## src/verilog/adc_seq_pkg.sv

```systemverilog
// package for the converter selection and sleep sequencer
// assumes a single 100 MHz system clock domain
package adc_seq_pkg;
   localparam int CLK_MHZ = 100;
   localparam int SEL_CHAN_W = 5;
   localparam int SEL_REF_W = 2;
   localparam int NORMAL_CYCLES = 13;
   localparam int FIRST_CYCLES = 25;
   localparam int FIRST_SAMPLE_CYCLE = 13;
   localparam int NORMAL_SAMPLE_CYCLE = 1;
   localparam int SETTLE_US = 125;
   localparam int SETTLE_CYCLES = SETTLE_US * CLK_MHZ;
   localparam logic [1:0] REF_EXT_PIN = 2'h0;
   localparam logic [1:0] REF_ANALOG_SUPPLY = 2'h1;
   localparam logic [1:0] REF_RESERVED = 2'h2;
   localparam logic [1:0] REF_INTERNAL = 2'h3;
   localparam logic [9:0] FULL_SCALE = 10'h3ff;
   localparam logic [4:0] SEL_CHAN_RESET = 5'h00;
   localparam logic [1:0] SEL_REF_RESET = 2'h0;
   localparam logic [4:0] CNT_W_ONE = 5'h01;

   // channel/gain plus reference, as software writes it
   typedef struct packed {
      logic [1:0] reference_select;
      logic [4:0] channel_gain_select;
   } selection_t;

   // analog reference switch controls
   typedef struct packed {
      logic ext_pin;
      logic analog_supply;
      logic internal_ref;
   } ref_switch_t;

   typedef enum logic [2:0] {
      ST_IDLE = 3'b001,
      ST_WAIT = 3'b010,
      ST_CONV = 3'b100
   } conv_state_t;
endpackage : adc_seq_pkg

```

## src/verilog/adc_sel_buffer.sv

```systemverilog
// selection buffer: temporary and applied copies of the selection
// assumes one clock; update enable comes from the sequencer
`timescale 1ns/1ps
`default_nettype none
module adc_sel_buffer
   import adc_seq_pkg::*;
(
   // clock and reset
   input wire logic clk_sys_i,
   input wire logic rst_n_i,
   input wire logic ce_i,
   // software side
   input wire logic wr_i,
   input wire selection_t wdata_i,
   output selection_t buffered_o,
   // converter side
   input wire logic update_en_i,
   output selection_t applied_o
);
   typedef struct packed {
      selection_t buffered;
      selection_t applied;
   } buf_state_t;

   buf_state_t s;
   buf_state_t next_s;

   // buffer takes every write; applied follows only while unlocked
   always_comb begin
      next_s = s;
      if (wr_i) begin
         next_s.buffered = wdata_i;
      end
      if (update_en_i) begin
         next_s.applied = next_s.buffered;
      end
   end

   // state register
   always_ff @(posedge clk_sys_i) begin
      if (!rst_n_i) begin
         s <= '{buffered: '{SEL_REF_RESET, SEL_CHAN_RESET},
                applied: '{SEL_REF_RESET, SEL_CHAN_RESET}};
      end else if (ce_i) begin
         s <= next_s;
      end
   end

   assign buffered_o = s.buffered;
   assign applied_o = s.applied;
endmodule : adc_sel_buffer
`default_nettype wire

```

## src/verilog/adc_select_and_sleep_sequencer.sv

```systemverilog
// converter control: selection locking, conversion sequencing, sleep start
// assumes adc_tick_i is a one-cycle pulse per rising converter clock edge
// Operation
// - software selection is held in a temporary buffer, always accessible.
// - applied selection follows buffer until conversion starts, then freezes.
// - updating resumes in the last converter cycle before completion.
// - conversion starts on first converter edge after the start write.
// - boundary-scan enable removes the four upper port F channels.
// - free-run auto conversion still uses previous channel after a change.
// - three references: analog supply, internal 2.56 V, external pin.
// - single-ended input above reference returns full-scale code.
// - canceler sleep with preconditions met starts a conversion once halted.
// - completion raises interrupt request even after an earlier wake.
// - other sleep modes do not disable the converter.
// - reference codes: 00 pin, 01 supply, 10 reserved, 11 internal.
// - normal conversion 13 cycles, then done flag; single clears start.
// - first conversion after enable lasts 25 cycles, samples at 13.5.
// - free running restarts right after completion, start bit kept.
`timescale 1ns/1ps
`default_nettype none
module adc_select_and_sleep_sequencer
   import adc_seq_pkg::*;
#(
   parameter int NORMAL_LEN = NORMAL_CYCLES,
   parameter int FIRST_LEN = FIRST_CYCLES
)(
   // clock and reset
   input wire logic clk_sys_i,
   input wire logic rst_n_i,
   input wire logic ce_i,
   // converter clock tick
   input wire logic adc_tick_i,
   // selection register access
   input wire logic sel_wr_i,
   input wire selection_t sel_wdata_i,
   output selection_t sel_rdata_o,
   // control bits
   input wire logic converter_enable_i,
   input wire logic free_run_select_i,
   input wire logic start_set_i,
   input wire logic done_clear_i,
   input wire logic int_enable_i,
   // sleep control
   input wire logic sleep_canceler_mode_i,
   input wire logic cpu_halted_i,
   // boundary-scan enable
   input wire logic scan_enable_i,
   // analog side
   input wire logic compare_over_ref_i,
   input wire logic [9:0] raw_result_i,
   output selection_t applied_sel_o,
   output ref_switch_t ref_switch_o,
   output logic [3:0] upper_chan_avail_o,
   output logic sample_o,
   output logic analog_power_o,
   // status
   output logic conversion_start_bit_o,
   output logic conversion_done_flag_o,
   output logic busy_o,
   output logic irq_o,
   output logic [9:0] result_o
);
   typedef struct packed {
      conv_state_t st;
      logic [4:0] cnt;
      logic [4:0] len;
      logic first_pending;
      logic start_bit;
      logic done_flag;
      logic sample;
      logic [9:0] result;
      logic prev_en;
      logic prev_halted;
   } seq_state_t;

   seq_state_t s;
   seq_state_t next_s;
   logic update_en;
   logic last_cycle;
   logic halt_start;
   selection_t applied;

   // decode a reference code into switch controls
   function automatic ref_switch_t ref_decode(input logic [1:0] code);
      ref_switch_t r;
      r = '0;
      unique case (code)
         REF_EXT_PIN: r.ext_pin = 1'b1;
         REF_ANALOG_SUPPLY: r.analog_supply = 1'b1;
         REF_INTERNAL: r.internal_ref = 1'b1;
         default: r = '0; // reserved code connects nothing
      endcase
      return r;
   endfunction : ref_decode

   adc_sel_buffer u_sel (
      .clk_sys_i(clk_sys_i),
      .rst_n_i(rst_n_i),
      .ce_i(ce_i),
      .wr_i(sel_wr_i),
      .wdata_i(sel_wdata_i),
      .buffered_o(sel_rdata_o),
      .update_en_i(update_en),
      .applied_o(applied)
   );

   // last converter cycle: counter at final count
   assign last_cycle = (s.st == ST_CONV) && (s.cnt == s.len);
   // unlock outside a conversion and in its final cycle
   assign update_en = (s.st != ST_CONV) || last_cycle;
   // canceler sleep auto-start on halting edge
   assign halt_start = sleep_canceler_mode_i && cpu_halted_i && !s.prev_halted
      && converter_enable_i && !free_run_select_i && int_enable_i
      && (s.st == ST_IDLE);

   // sequencer next state
   always_comb begin
      next_s = s;
      next_s.sample = 1'b0;
      next_s.prev_en = converter_enable_i;
      next_s.prev_halted = cpu_halted_i;
      // rising enable arms an extended first conversion
      if (converter_enable_i && !s.prev_en) begin
         next_s.first_pending = 1'b1;
      end
      if (start_set_i || halt_start) begin
         next_s.start_bit = 1'b1;
      end
      if (done_clear_i) begin
         next_s.done_flag = 1'b0;
      end
      unique case (s.st)
         ST_IDLE: begin
            if (converter_enable_i && next_s.start_bit) begin
               next_s.st = ST_WAIT;
            end
         end
         ST_WAIT: begin
            if (adc_tick_i) begin
               next_s.st = ST_CONV;
               next_s.cnt = CNT_W_ONE;
               next_s.len = s.first_pending ? 5'(FIRST_LEN) : 5'(NORMAL_LEN);
               next_s.first_pending = 1'b0;
            end
         end
         ST_CONV: begin
            if (adc_tick_i) begin
               if (s.cnt == (s.len == 5'(FIRST_LEN) ? 5'(FIRST_SAMPLE_CYCLE)
                                                     : 5'(NORMAL_SAMPLE_CYCLE))) begin
                  next_s.sample = 1'b1;
               end
               if (last_cycle) begin
                  next_s.done_flag = 1'b1;
                  // over-range single-ended input pins at full scale
                  next_s.result = compare_over_ref_i ? FULL_SCALE : raw_result_i;
                  if (free_run_select_i) begin
                     next_s.cnt = CNT_W_ONE;
                     next_s.len = 5'(NORMAL_LEN);
                  end else begin
                     next_s.start_bit = start_set_i;
                     next_s.st = ST_IDLE;
                  end
               end else begin
                  next_s.cnt = s.cnt + CNT_W_ONE;
               end
            end
         end
         default: next_s.st = ST_IDLE;
      endcase
      // disabling aborts the conversion and clears the start bit; re-enabling rearms the first conversion
      if (!converter_enable_i) begin
         next_s.st = ST_IDLE;
         next_s.start_bit = 1'b0;
      end
   end

   // state register
   always_ff @(posedge clk_sys_i) begin
      if (!rst_n_i) begin
         s <= '{st: ST_IDLE, cnt: 5'h00, len: 5'h00, first_pending: 1'b1,
                start_bit: 1'b0, done_flag: 1'b0, sample: 1'b0, result: 10'h000,
                prev_en: 1'b0, prev_halted: 1'b0};
      end else if (ce_i) begin
         s <= next_s;
      end
   end

   // outputs
   assign applied_sel_o = applied;
   assign ref_switch_o = ref_decode(applied.reference_select);
   assign upper_chan_avail_o = scan_enable_i ? 4'h0 : 4'hf;
   assign sample_o = s.sample;
   assign analog_power_o = converter_enable_i;
   assign conversion_start_bit_o = s.start_bit;
   assign conversion_done_flag_o = s.done_flag;
   assign busy_o = (s.st != ST_IDLE);
   assign irq_o = s.done_flag && int_enable_i;
   assign result_o = s.result;
endmodule : adc_select_and_sleep_sequencer
`default_nettype wire

```

## config.mk

```make
export PLATFORM = sky130hd
export DESIGN_NAME = adc_select_and_sleep_sequencer
export DESIGN_NICKNAME = d
export VERILOG_FILES = /design/src/verilog/adc_seq_pkg.sv /design/src/verilog/adc_sel_buffer.sv /design/src/verilog/adc_select_and_sleep_sequencer.sv
export SDC_FILE = /design/constraint.sdc
export NUM_CORES = 1
export LEC_CHECK = 0
export BUFFER_PORTS_ARGS = -buffer_cell sky130_fd_sc_hd__buf_4
export CORE_UTILIZATION = 45
export CTS_BUF_LIST = sky130_fd_sc_hd__clkbuf_8
export CTS_CLUSTER_DIAMETER = 60
export DETAILED_ROUTE_END_ITERATION = 8
export GPL_TIMING_DRIVEN = 1
export PLACE_DENSITY = 0.72
export SLEW_MARGIN = 20
export SYNTH_ARGS = -nofsm -noshare
export SYNTH_HDL_FRONTEND = slang
export SYNTH_HIERARCHICAL = 1
export SYNTH_SLANG_ARGS = --single-unit
export TNS_END_PERCENT = 10
```

## constraint.sdc

```tcl
create_clock -name clk_sys_i -period 2.87 [get_ports clk_sys_i]
set_input_delay 0.7175 -clock clk_sys_i [delete_from_list [all_inputs] [get_ports clk_sys_i]]
set_output_delay 0.7175 -clock clk_sys_i [all_outputs]
set_load 0.005 [all_outputs]
```

; ---- Yosys cells after proc, flatten, opt, wreduce, memory -nomap -nowiden
; Cells that the tools add are included.
[classes]
addsub = 1
n_eq_ne = 20
n_mux = 30
n_reduce_logical = 22
[op_table]
columns = operator, n
row1 = 2-to-1 mux 13 bit, 3
row2 = 2-to-1 mux 10 bit, 3
row3 = one-hot mux 10 bit (2 select lines), 1
row4 = "inequality test 3 bit, second input constant", 6
row5 = 2-to-1 mux 5 bit, 3
row6 = 2-to-1 mux 14 bit, 1
row7 = 2-to-1 mux 3 bit, 4
row8 = AND reduction 6 bit, 2
row9 = logical AND 1 bit, 10
row10 = 2-to-1 mux 1 bit, 10
row11 = one-hot mux 3 bit (3 select lines), 1
row12 = 2-to-1 mux 4 bit, 2
row13 = "inequality test 2 bit, second input constant", 4
row14 = 2-to-1 mux 7 bit, 1
row15 = "adder 5 x 1 -> 5 bit, second input constant", 1
row16 = == test 5 x 4 -> 1 bit, 1
row17 = == test 5 bit, 1
row18 = "== test 5 bit, second input constant", 1
row19 = AND reduction 5 bit, 1
row20 = AND reduction 4 bit, 1
row21 = "== test 3 x 1 -> 1 bit, second input constant", 1
row22 = "== test 3 x 2 -> 1 bit, second input constant", 1
row23 = "== test 3 bit, second input constant", 1
row24 = zero test 1 bit, 3
row25 = 9 further kinds, 10
[word_totals]
register_bits = 43
out_inout_bits = 37
wordCells = 87

; ---- Logic depth before layout (Yosys ltp)
; Gate-level depths: netlist (run 1).
[depth]
ltp_word = 13
depth_mapped = 8
depth_no_buf = 6

; ---- Modules after synthesis
; The synthesis (run 1) kept the hierarchy.
[by_module_without_submodules]
columns = mod, instances, cells_per_inst, area_each_um2, seq_area_each_um2
row1 = adc_select_and_sleep_sequencer, 1, 185, 1530.2, 540.5
row2 = adc_sel_buffer, 1, 65, 650.6, 280.3

; ---- Worst setup path after synthesis (run 1)
; OpenSTA, ideal clock, no wires.
[synth_timing]
path_kind = register -> register
from = register s[21] (netlist bit)
to = register u_sel.s (netlist bit u_sel/applied_o[2])
arrival_time_ps = 1860
required_time_ps = 2733
path_slack_ps = 873
stages_incl_launch_ff = 9
n_path_buf = 2
path_cell_list = dfxtp_1 -> or3_1 -> a2111oi_2 -> nor2_1 -> inv_1 -> buf_6 -> and2_1 -> buf_6 -> a211oi_1
[synth_via]
elab_chain_cells = 4
[synth_rtl]
columns = item, line
row1 = start: declaration, adc_select_and_sleep_sequencer.sv:76  ; seq_state_t s;
row2 = start signal: assignment, adc_select_and_sleep_sequencer.sv:180  ; s <= '{st: ST_IDLE, cnt: 5'h00, len: 5'h00, first_pending: 1'b1,
row3 = start signal: assignment, adc_select_and_sleep_sequencer.sv:184  ; s <= next_s;
row4 = == test 5 bit, adc_select_and_sleep_sequencer.sv:108  ; assign last_cycle = (s.st == ST_CONV) && (s.cnt == s.len);
row5 = logical AND 1 bit, adc_select_and_sleep_sequencer.sv:108
row6 = logical OR 1 bit, adc_select_and_sleep_sequencer.sv:110  ; assign update_en = (s.st != ST_CONV) || last_cycle;
row7 = named net update_en, adc_select_and_sleep_sequencer.sv:78  ; logic update_en;
row8 = AND reduction 2 bit (no line), -
row9 = end signal: assignment, adc_sel_buffer.sv:42  ; s <= '{buffered: '{SEL_REF_RESET, SEL_CHAN_RESET},
row10 = end signal: assignment, adc_sel_buffer.sv:45  ; s <= next_s;
row11 = end: declaration, adc_sel_buffer.sv:25  ; buf_state_t s;
; The timed path passes the listed nets, and every way through them passes these cells.
; A chain may end at the register's enable or synchronous reset.

; ---- Worst setup path after layout (run 1)
[layout_timing]
from = register s[21] (netlist bit)
to = register u_sel.s (netlist bit u_sel/applied_o[6])
; The elaborated chain is that of the path after synthesis.

==> results of run 1 <==
synthesized netlist by cell type (2+ instances only):
cell type,instances,area share [%]
a31oi_1,3,0.86
clkbuf_1,5,0.86
mux2i_1,9,4.1
a211oi_2,11,6.3
or3_1,2,0.57
nor3_1,3,0.69
o21ai_0,8,1.8
nand3b_1,2,0.69
buf_6,3,1.5
nand4_1,2,0.57
ha_1,2,1.1
buf_2,3,0.69
and2_1,4,1.1
nor2b_1,3,0.86
o31ai_1,2,0.69
dfxtp_1,41,38
nand2_1,10,1.7
nor3b_1,2,0.69
a21oi_1,22,5.0
nand3_1,16,3.7
buf_4,16,5.5
a21bo_2,7,3.2
inv_1,7,1.2
a31o_2,2,0.80
buf_1,2,0.34
nand2b_1,5,1.4
a211oi_1,7,2.4
nor2_1,33,5.7
xor2_1,2,0.80
where the power goes:
group          switching, mW  total [mW]  internal (mW)
logic                 0.0734       0.156         0.0830
registers             0.0129       0.597          0.584
clock network          0.203       0.486          0.283
sequential cells by signal (all words and copies together) (netlist names):
| register | cells |
|---|---|
| result_o | 10 |
| sample_o | 1 |
| u_sel/applied_o | 7 |
| s | 14 |
| u_sel/buffered_o | 7 |
| conversion_done_flag_o | 1 |
| conversion_start_bit_o | 1 |
through the flow:
step           utilization [%]  total power, mW  instances  area, um^2  hold WS [ps]
6_report                  59.9             1.24        351        2700           480
4_1_cts                   59.9             1.25        351        2700           481
3_3_place_gp              57.2            0.767        343        2580           459
5_1_grt                   59.9             1.29        351        2700           506
3_5_place_dp              57.2            0.767        343        2580           466
2_1_floorplan                -            0.692        250        2180           447
worst max-delay path, cell delays in order (launching register included):
cell       delay [ps]
dfxtp_1           380
or3_1             400
a2111oi_2         530
nor2_1            190
inv_1             240
and2_1            340
a211oi_1          120
routing by layer:
layer,wire [um],vias up
li1,-,979
met1,2150,858
met2,2170,53
met3,262,6
met4,61,0
met5,0,-
kinds of logic (layout without fill, tap and decap cells):
group	after synthesis	in the layout	share of synthesized area [%]
xor gates and xnor gates	3	3	1.21
buffers and inverters	36	85	10.2
DFF	41	41	37.6
and+or+nand+nor	87	87	19.6
muxes	9	9	4.13
AOI/OAI and AO/OA	72	72	26.1
adders and majority gates	2	2	1.15
area by class of cell:
| class | instances | area, um^2 |
|---|---|---|
| Fill cell | 422 | 1810 |
| Multi-Input combinational cell | 173 | 1140 |
| Sequential cell | 41 | 821 |
| Timing Repair Buffer | 70 | 526 |
| Clock buffer | 6 | 82.6 |
| Tap cell | 52 | 65.1 |
| Clock inverter | 2 | 37.5 |
| Inverter | 7 | 26.3 |
placed cells by master (no fill, tap or decap), types with 2 or more instances in the layout:
cell type | synthesis | layout
a21oi_1 | 22 | 22
nor3b_1 | 2 | 2
nand3b_1 | 2 | 2
nor2b_1 | 3 | 3
a211oi_2 | 11 | 11
buf_4 | 16 | 70
nand2b_1 | 5 | 5
clkbuf_8 | 0 | 6
o31ai_1 | 2 | 2
a211oi_1 | 7 | 7
nor2_1 | 33 | 33
a31oi_1 | 3 | 3
nand4_1 | 2 | 2
xor2_1 | 2 | 2
ha_1 | 2 | 2
dfxtp_1 | 41 | 41
a21bo_2 | 7 | 7
inv_1 | 7 | 7
a31o_2 | 2 | 2
nor3_1 | 3 | 3
nand2_1 | 10 | 10
nand3_1 | 16 | 16
or3_1 | 2 | 2
and2_1 | 4 | 4
mux2i_1 | 9 | 9
o21ai_0 | 8 | 8
worst paths after layout:
path              start                  to  cells after the start
hold / removal     s[1]                s[1]                      2
setup / recovery  s[21]  u_sel/applied_o[6]                      6
hold reg to reg    s[1]                s[1]                      2
setup reg to reg  s[21]  u_sel/applied_o[6]                      6
==> flow_summary_export.csv, run 1 <==
group,metric,value,unit
status,status,"finished, final reports clean",
pwr,power.density,459,mW/mm^2
global_routing,gr-usage-met2,30.0,%
logic_synthesis,syn-instance-count,250,
detailed_routing,wire_per_inst,13.3,um
setup_path,arrival,2510,ps
layout,layout.nets,331,
detailed_routing,drc,0,
die,initial_core_util,48.4,%
placed_design,dp_slack,547,ps
detailed_routing,dr.pass1.iters,4,
clock_network,h-tree-depth,2,
global_routing,grtUsageMet1,26.2,%
pwr,ir_worst_vdd,376,uV
global_routing,grt_busiest_layer,"met2",
global_routing,grt_max_degree,34,
timing,fmax,427,MHz
logic_synthesis,avgSynthCellArea,8.72,um^2
setup_path,required,3030,ps
die,die_w,71.6,um
detailed_routing,dr_total_vias,1896,
die,fp.dieH,71.6,um
logic_synthesis,syn_nets,283,
placed_design,io_buffers,67,
clock_network,postCtsSetupRepairBufs,0,
layout,synthToLayoutAreaGrowth,23.6,%
setup_path,reg2reg_slack,530,ps
detailed_routing,via_per_inst,5.40,
timing,clock_skew,5.60,ps
run,drv_cap,0,
die,ioPinCount,68,
setup_path,cp_max_fo,9,
clock_network,clk_path_buf_depth,2,
detailed_routing,dr.first_iter.drc_count,84,
timing,maxSlewViolCount,0,
timing,hold_violations,0,
logic_synthesis,syn_area,0.00218,mm^2
clock_network,cts_resized,0,
logic_synthesis,synth_flop_cell,"dfxtp_1",
clock_network,clk_pin_slew,80,ps
logic_synthesis,synth-edff-count,0,
timing,worst_pin_slew,749,ps
timing,rsz0062_at_grt,"no",
logic_synthesis,ys_seq_area_share,37.6,%
global_routing,grt_pass1_vias,1719,
clock_network,numClockSinks,41,
timing,setup-violations-final,0,
logic_synthesis,ys_warn_count,6,
clock_network,numCtsBuffers,5,
die,core,0.00450,mm^2
setup_path,critPathLaunchType,"flip-flop",
logic_synthesis,synth-seq-cells,41,
logic_synthesis,synth.distinct_cells,45,
setup_path,path_class,"flip-flop to flip-flop",
detailed_routing,finalWirelength,4650,um
timing,period_needed,2340,ps
clock_network,tritoncts,"yes",
die,num_rows,24,
pwr,leakage,1.12,nW
global_routing,grt_pass1_wl,7850,um
global_routing,grt_usage,19.4,%
layout,num_antenna_cells,0,
layout,layout-drive-gt1-share,33.8,%
detailed_routing,ant_nets,0,
timing,fin_tns_setup,0,ps
timing,setup_slack,527,ps
global_routing,met3_usage,5.49,%
placed_design,hpwl,3350,um
global_routing,antenna_found_initial,0,
die,dieArea,0.00513,mm^2
timing,fin_crit_sh,81.7,%
timing,maxSlewHeadroom,50.0,%
global_routing,grt_overflow,0,
placed_design,gp_congestion,0.843,
worst_hold_path,hold_class,"flip-flop to flip-flop",
setup_path,endpoint_kind,"flip-flop",
clock_network,cts_root_buf,"clkbuf_8",
clock_network,cts_hold_buf,0,
clock_network,insertion_delay,300,ps
logic_synthesis,async_flop_share,0,%
No activity file was read; power rests on OpenSTA's default activity.
==> run 2, diff against run 1 <==
--- a/config.mk
+++ b/config.mk
@@ -5,13 +5,14 @@
 export SDC_FILE = /design/constraint.sdc
 export NUM_CORES = 1
 export LEC_CHECK = 0
+export ABC_AREA = 1
 export BUFFER_PORTS_ARGS = -buffer_cell sky130_fd_sc_hd__buf_4
 export CORE_UTILIZATION = 45
 export CTS_BUF_LIST = sky130_fd_sc_hd__clkbuf_8
 export CTS_CLUSTER_DIAMETER = 60
 export DETAILED_ROUTE_END_ITERATION = 8
 export GPL_TIMING_DRIVEN = 1
-export PLACE_DENSITY = 0.72
+export PLACE_DENSITY = 0.74
 export SLEW_MARGIN = 20
 export SYNTH_ARGS = -nofsm -noshare
 export SYNTH_HDL_FRONTEND = slang
==> constraint.sdc (replaced) <==
create_clock -name clk_sys_i -period 1.95 [get_ports clk_sys_i]
set_input_delay 0.4875 -clock clk_sys_i [delete_from_list [all_inputs] [get_ports clk_sys_i]]
set_output_delay 0.4875 -clock clk_sys_i [all_outputs]
set_load 0.005 [all_outputs]
==> flow_summary_export.csv, run 2 <==
group,metric,value,unit
status,status,"finished, final reports clean",
setup_path,endpoint_kind,"output port",
layout,regArea,821,um^2
logic_synthesis,synth_top_area_share,36.0,%
setup_path,path_class,"flip-flop to output port",
die,fp.dieH,73.1,um
logic_synthesis,ys_top_cells_by_count,"nand2_1, inv_1, dfxtp_1, nor2_1, a21oi_1",
detailed_routing,ant_nets,0,
layout,regMostFlops,"s",
pwr,power.total,1.77,mW
setup_path,rr_startpoint,"s[27]",
clock_network,postCtsSetupRepairBufs,0,
logic_synthesis,syn-instance-count,347,
clock_network,cts_root_buf,"clkbuf_8",
worst_hold_path,hold_end,"result_o[5]",
logic_synthesis,synth_flop_cell,"dfxtp_1",
logic_synthesis,async_flop_share,0,%
logic_synthesis,synth-seq-cells,41,
layout,synthToLayoutAreaGrowth,22.9,%
worst_hold_path,holdPathStages,3,
detailed_routing,finalWirelength,4920,um
setup_path,required,1460,ps
logic_synthesis,avgSynthCellArea,6.56,um^2
logic_synthesis,synth.distinct_cells,30,
pwr,power.density,631,mW/mm^2
logic_synthesis,ys_warn_count,6,
clock_network,tritoncts,"yes",
die,initial_core_util,47.6,%
logic_synthesis,synthTopCellsByArea,"dfxtp_1, nand2_1, inv_1, a21oi_1, buf_4",
timing,clock_skew,7.82,ps
die,num_rows,25,
clock_network,cts_resized,0,
logic_synthesis,synth_top_cell_by_area,"dfxtp_1",
layout,layout.nets,431,
setup_path,critPathLaunchType,"flip-flop",
logic_synthesis,ys_seq_area_share,36.0,%
timing,hold_violations,0,
clock_network,cts_hold_buf,0,
worst_hold_path,worstHoldStart,"raw_result_i[5]",
placed_design,gp_congestion,0.828,
setup_path,rr_worst_depth,7,
setup_path,reg2reg_slack,310,ps
global_routing,grt_overflow,0,
timing,fmax,595,MHz
logic_synthesis,synth-edff-count,0,
global_routing,grt_pass1_vias,1794,
clock_network,clk_pin_slew,80,ps
layout,final_common_cell,"nand2_1",
layout,multi_input_area,0.00107,mm^2
timing,maxSlewViolCount,0,
die,core,0.00479,mm^2
clock_network,h-tree-depth,2,
placed_design,hpwl,3670,um
setup_path,arrival,1190,ps
detailed_routing,dr.first_iter.drc_count,104,
layout,num_antenna_cells,0,
placed_design,dp.cells,458,
clock_network,numCtsBuffers,5,
run,drv_cap,0,
global_routing,grt_max_degree,28,
timing,fin_tns_setup,0,ps
setup_path,regToRegEndpoint,"result_o[7]",
global_routing,grt_pass1_wl,8040,um
clock_network,clk_path_buf_depth,2,
detailed_routing,dr.pass1.iters,4,
layout,layout_common_cells,"nand2_1, buf_4, inv_1",
pwr,ir_worst_vdd,656,uV
global_routing,antenna_found_initial,0,
layout,fin_cells,466,
detailed_routing,drc,0,
timing,rsz0062_at_grt,"no",
detailed_routing,dr_total_vias,2177,
die,dieArea,0.00535,mm^2
logic_synthesis,syn_area,0.00228,mm^2
layout,fillCellCount,477,
die,ioPinCount,68,
clock_network,insertion_delay,290,ps
detailed_routing,wire_per_inst,10.6,um
global_routing,grt_usage,19.4,%
timing,maxSlewHeadroom,75.3,%
logic_synthesis,yosysMostFrequentCell,"nand2_1",
die,die_w,73.1,um
setup_path,cp_max_fo,5,
placed_design,io_buffers,67,
layout,layout-drive-gt1-share,24.1,%
timing,setup-violations-final,0,
pwr,leakage,1.48,nW
timing,period_needed,1680,ps
timing,fin_crit_sh,86.1,%
worst_hold_path,hold_class,"primary input to flip-flop",
timing,worst_pin_slew,369,ps
detailed_routing,via_per_inst,4.67,
clock_network,numClockSinks,41,
logic_synthesis,syn_nets,380,
layout,largest_reg_flops,14,
==> run 2: critical path: stages (launching register included) <==
cell and delay, ps:
dfxtp_1 360, inv_1 80, nor3_2 250, inv_1 70, buf_4 140
==> run 2: layout make-up <==
cell class / instances / share of cell area [%]
Timing Repair Buffer: 68 / 18.2
Sequential cell: 41 / 29.3
Inverter: 59 / 7.91
Multi-Input combinational cell: 223 / 38.3
Clock buffer: 5 / 2.46
Clock inverter: 3 / 0.805
Tap cell: 67 / 3.00
==> run 2: how the worst max path moves through the flow <==
stage / startpoint / endpoint / slack [ps] / cells past startpoint
6_report: s[26] / busy_o / 270 / 4
5_1_grt: s[27] / result_o[7] / 170 / 7
4_1_cts: s[26] / busy_o / 270 / 4
3_5_place_dp: adc_tick_i / result_o[4] / 240 / 7
3_3_place_gp: adc_tick_i / result_o[2] / 310 / 7
2_1_floorplan: ce_i / result_o[1] / 490 / 7
==> run 2: routing by layer <==
metal	share of wire [%]	global-route usage, %
met1	48	26.5
met5	0	0
met3	4.8	4.14
met2	45	30.1
met4	1.6	6.75
==> run 2: logic make-up after synthesis <==
group | share of synthesized area (%)
buffers and inverters | 16.9
and+or+nand+nor | 33.2
DFF | 36.0
AOI/OAI and AO/OA | 11.3
adders and majority gates | 1.10
xor gates and xnor gates | 1.48
==> run 2: per-stage QoR <==
stage               area [um^2]  utilization (%)  hold WS (ps)  worst slack [ps]
detailed placement         2710             56.6           460               239
global route               2800             58.5           409               172
global placement           2710             56.6           452               310
floorplan                  2280                -           440               488
finish                     2800             58.5           419               270
CTS                        2800             58.5           413               266
==> run 2: power by group <==
part           internal [mW]  switching [mW]  leakage (nW)
combinational          0.146           0.162          1.10
sequential             0.873          0.0293         0.335
clock                  0.254           0.302        0.0481
total                   1.27           0.494          1.48
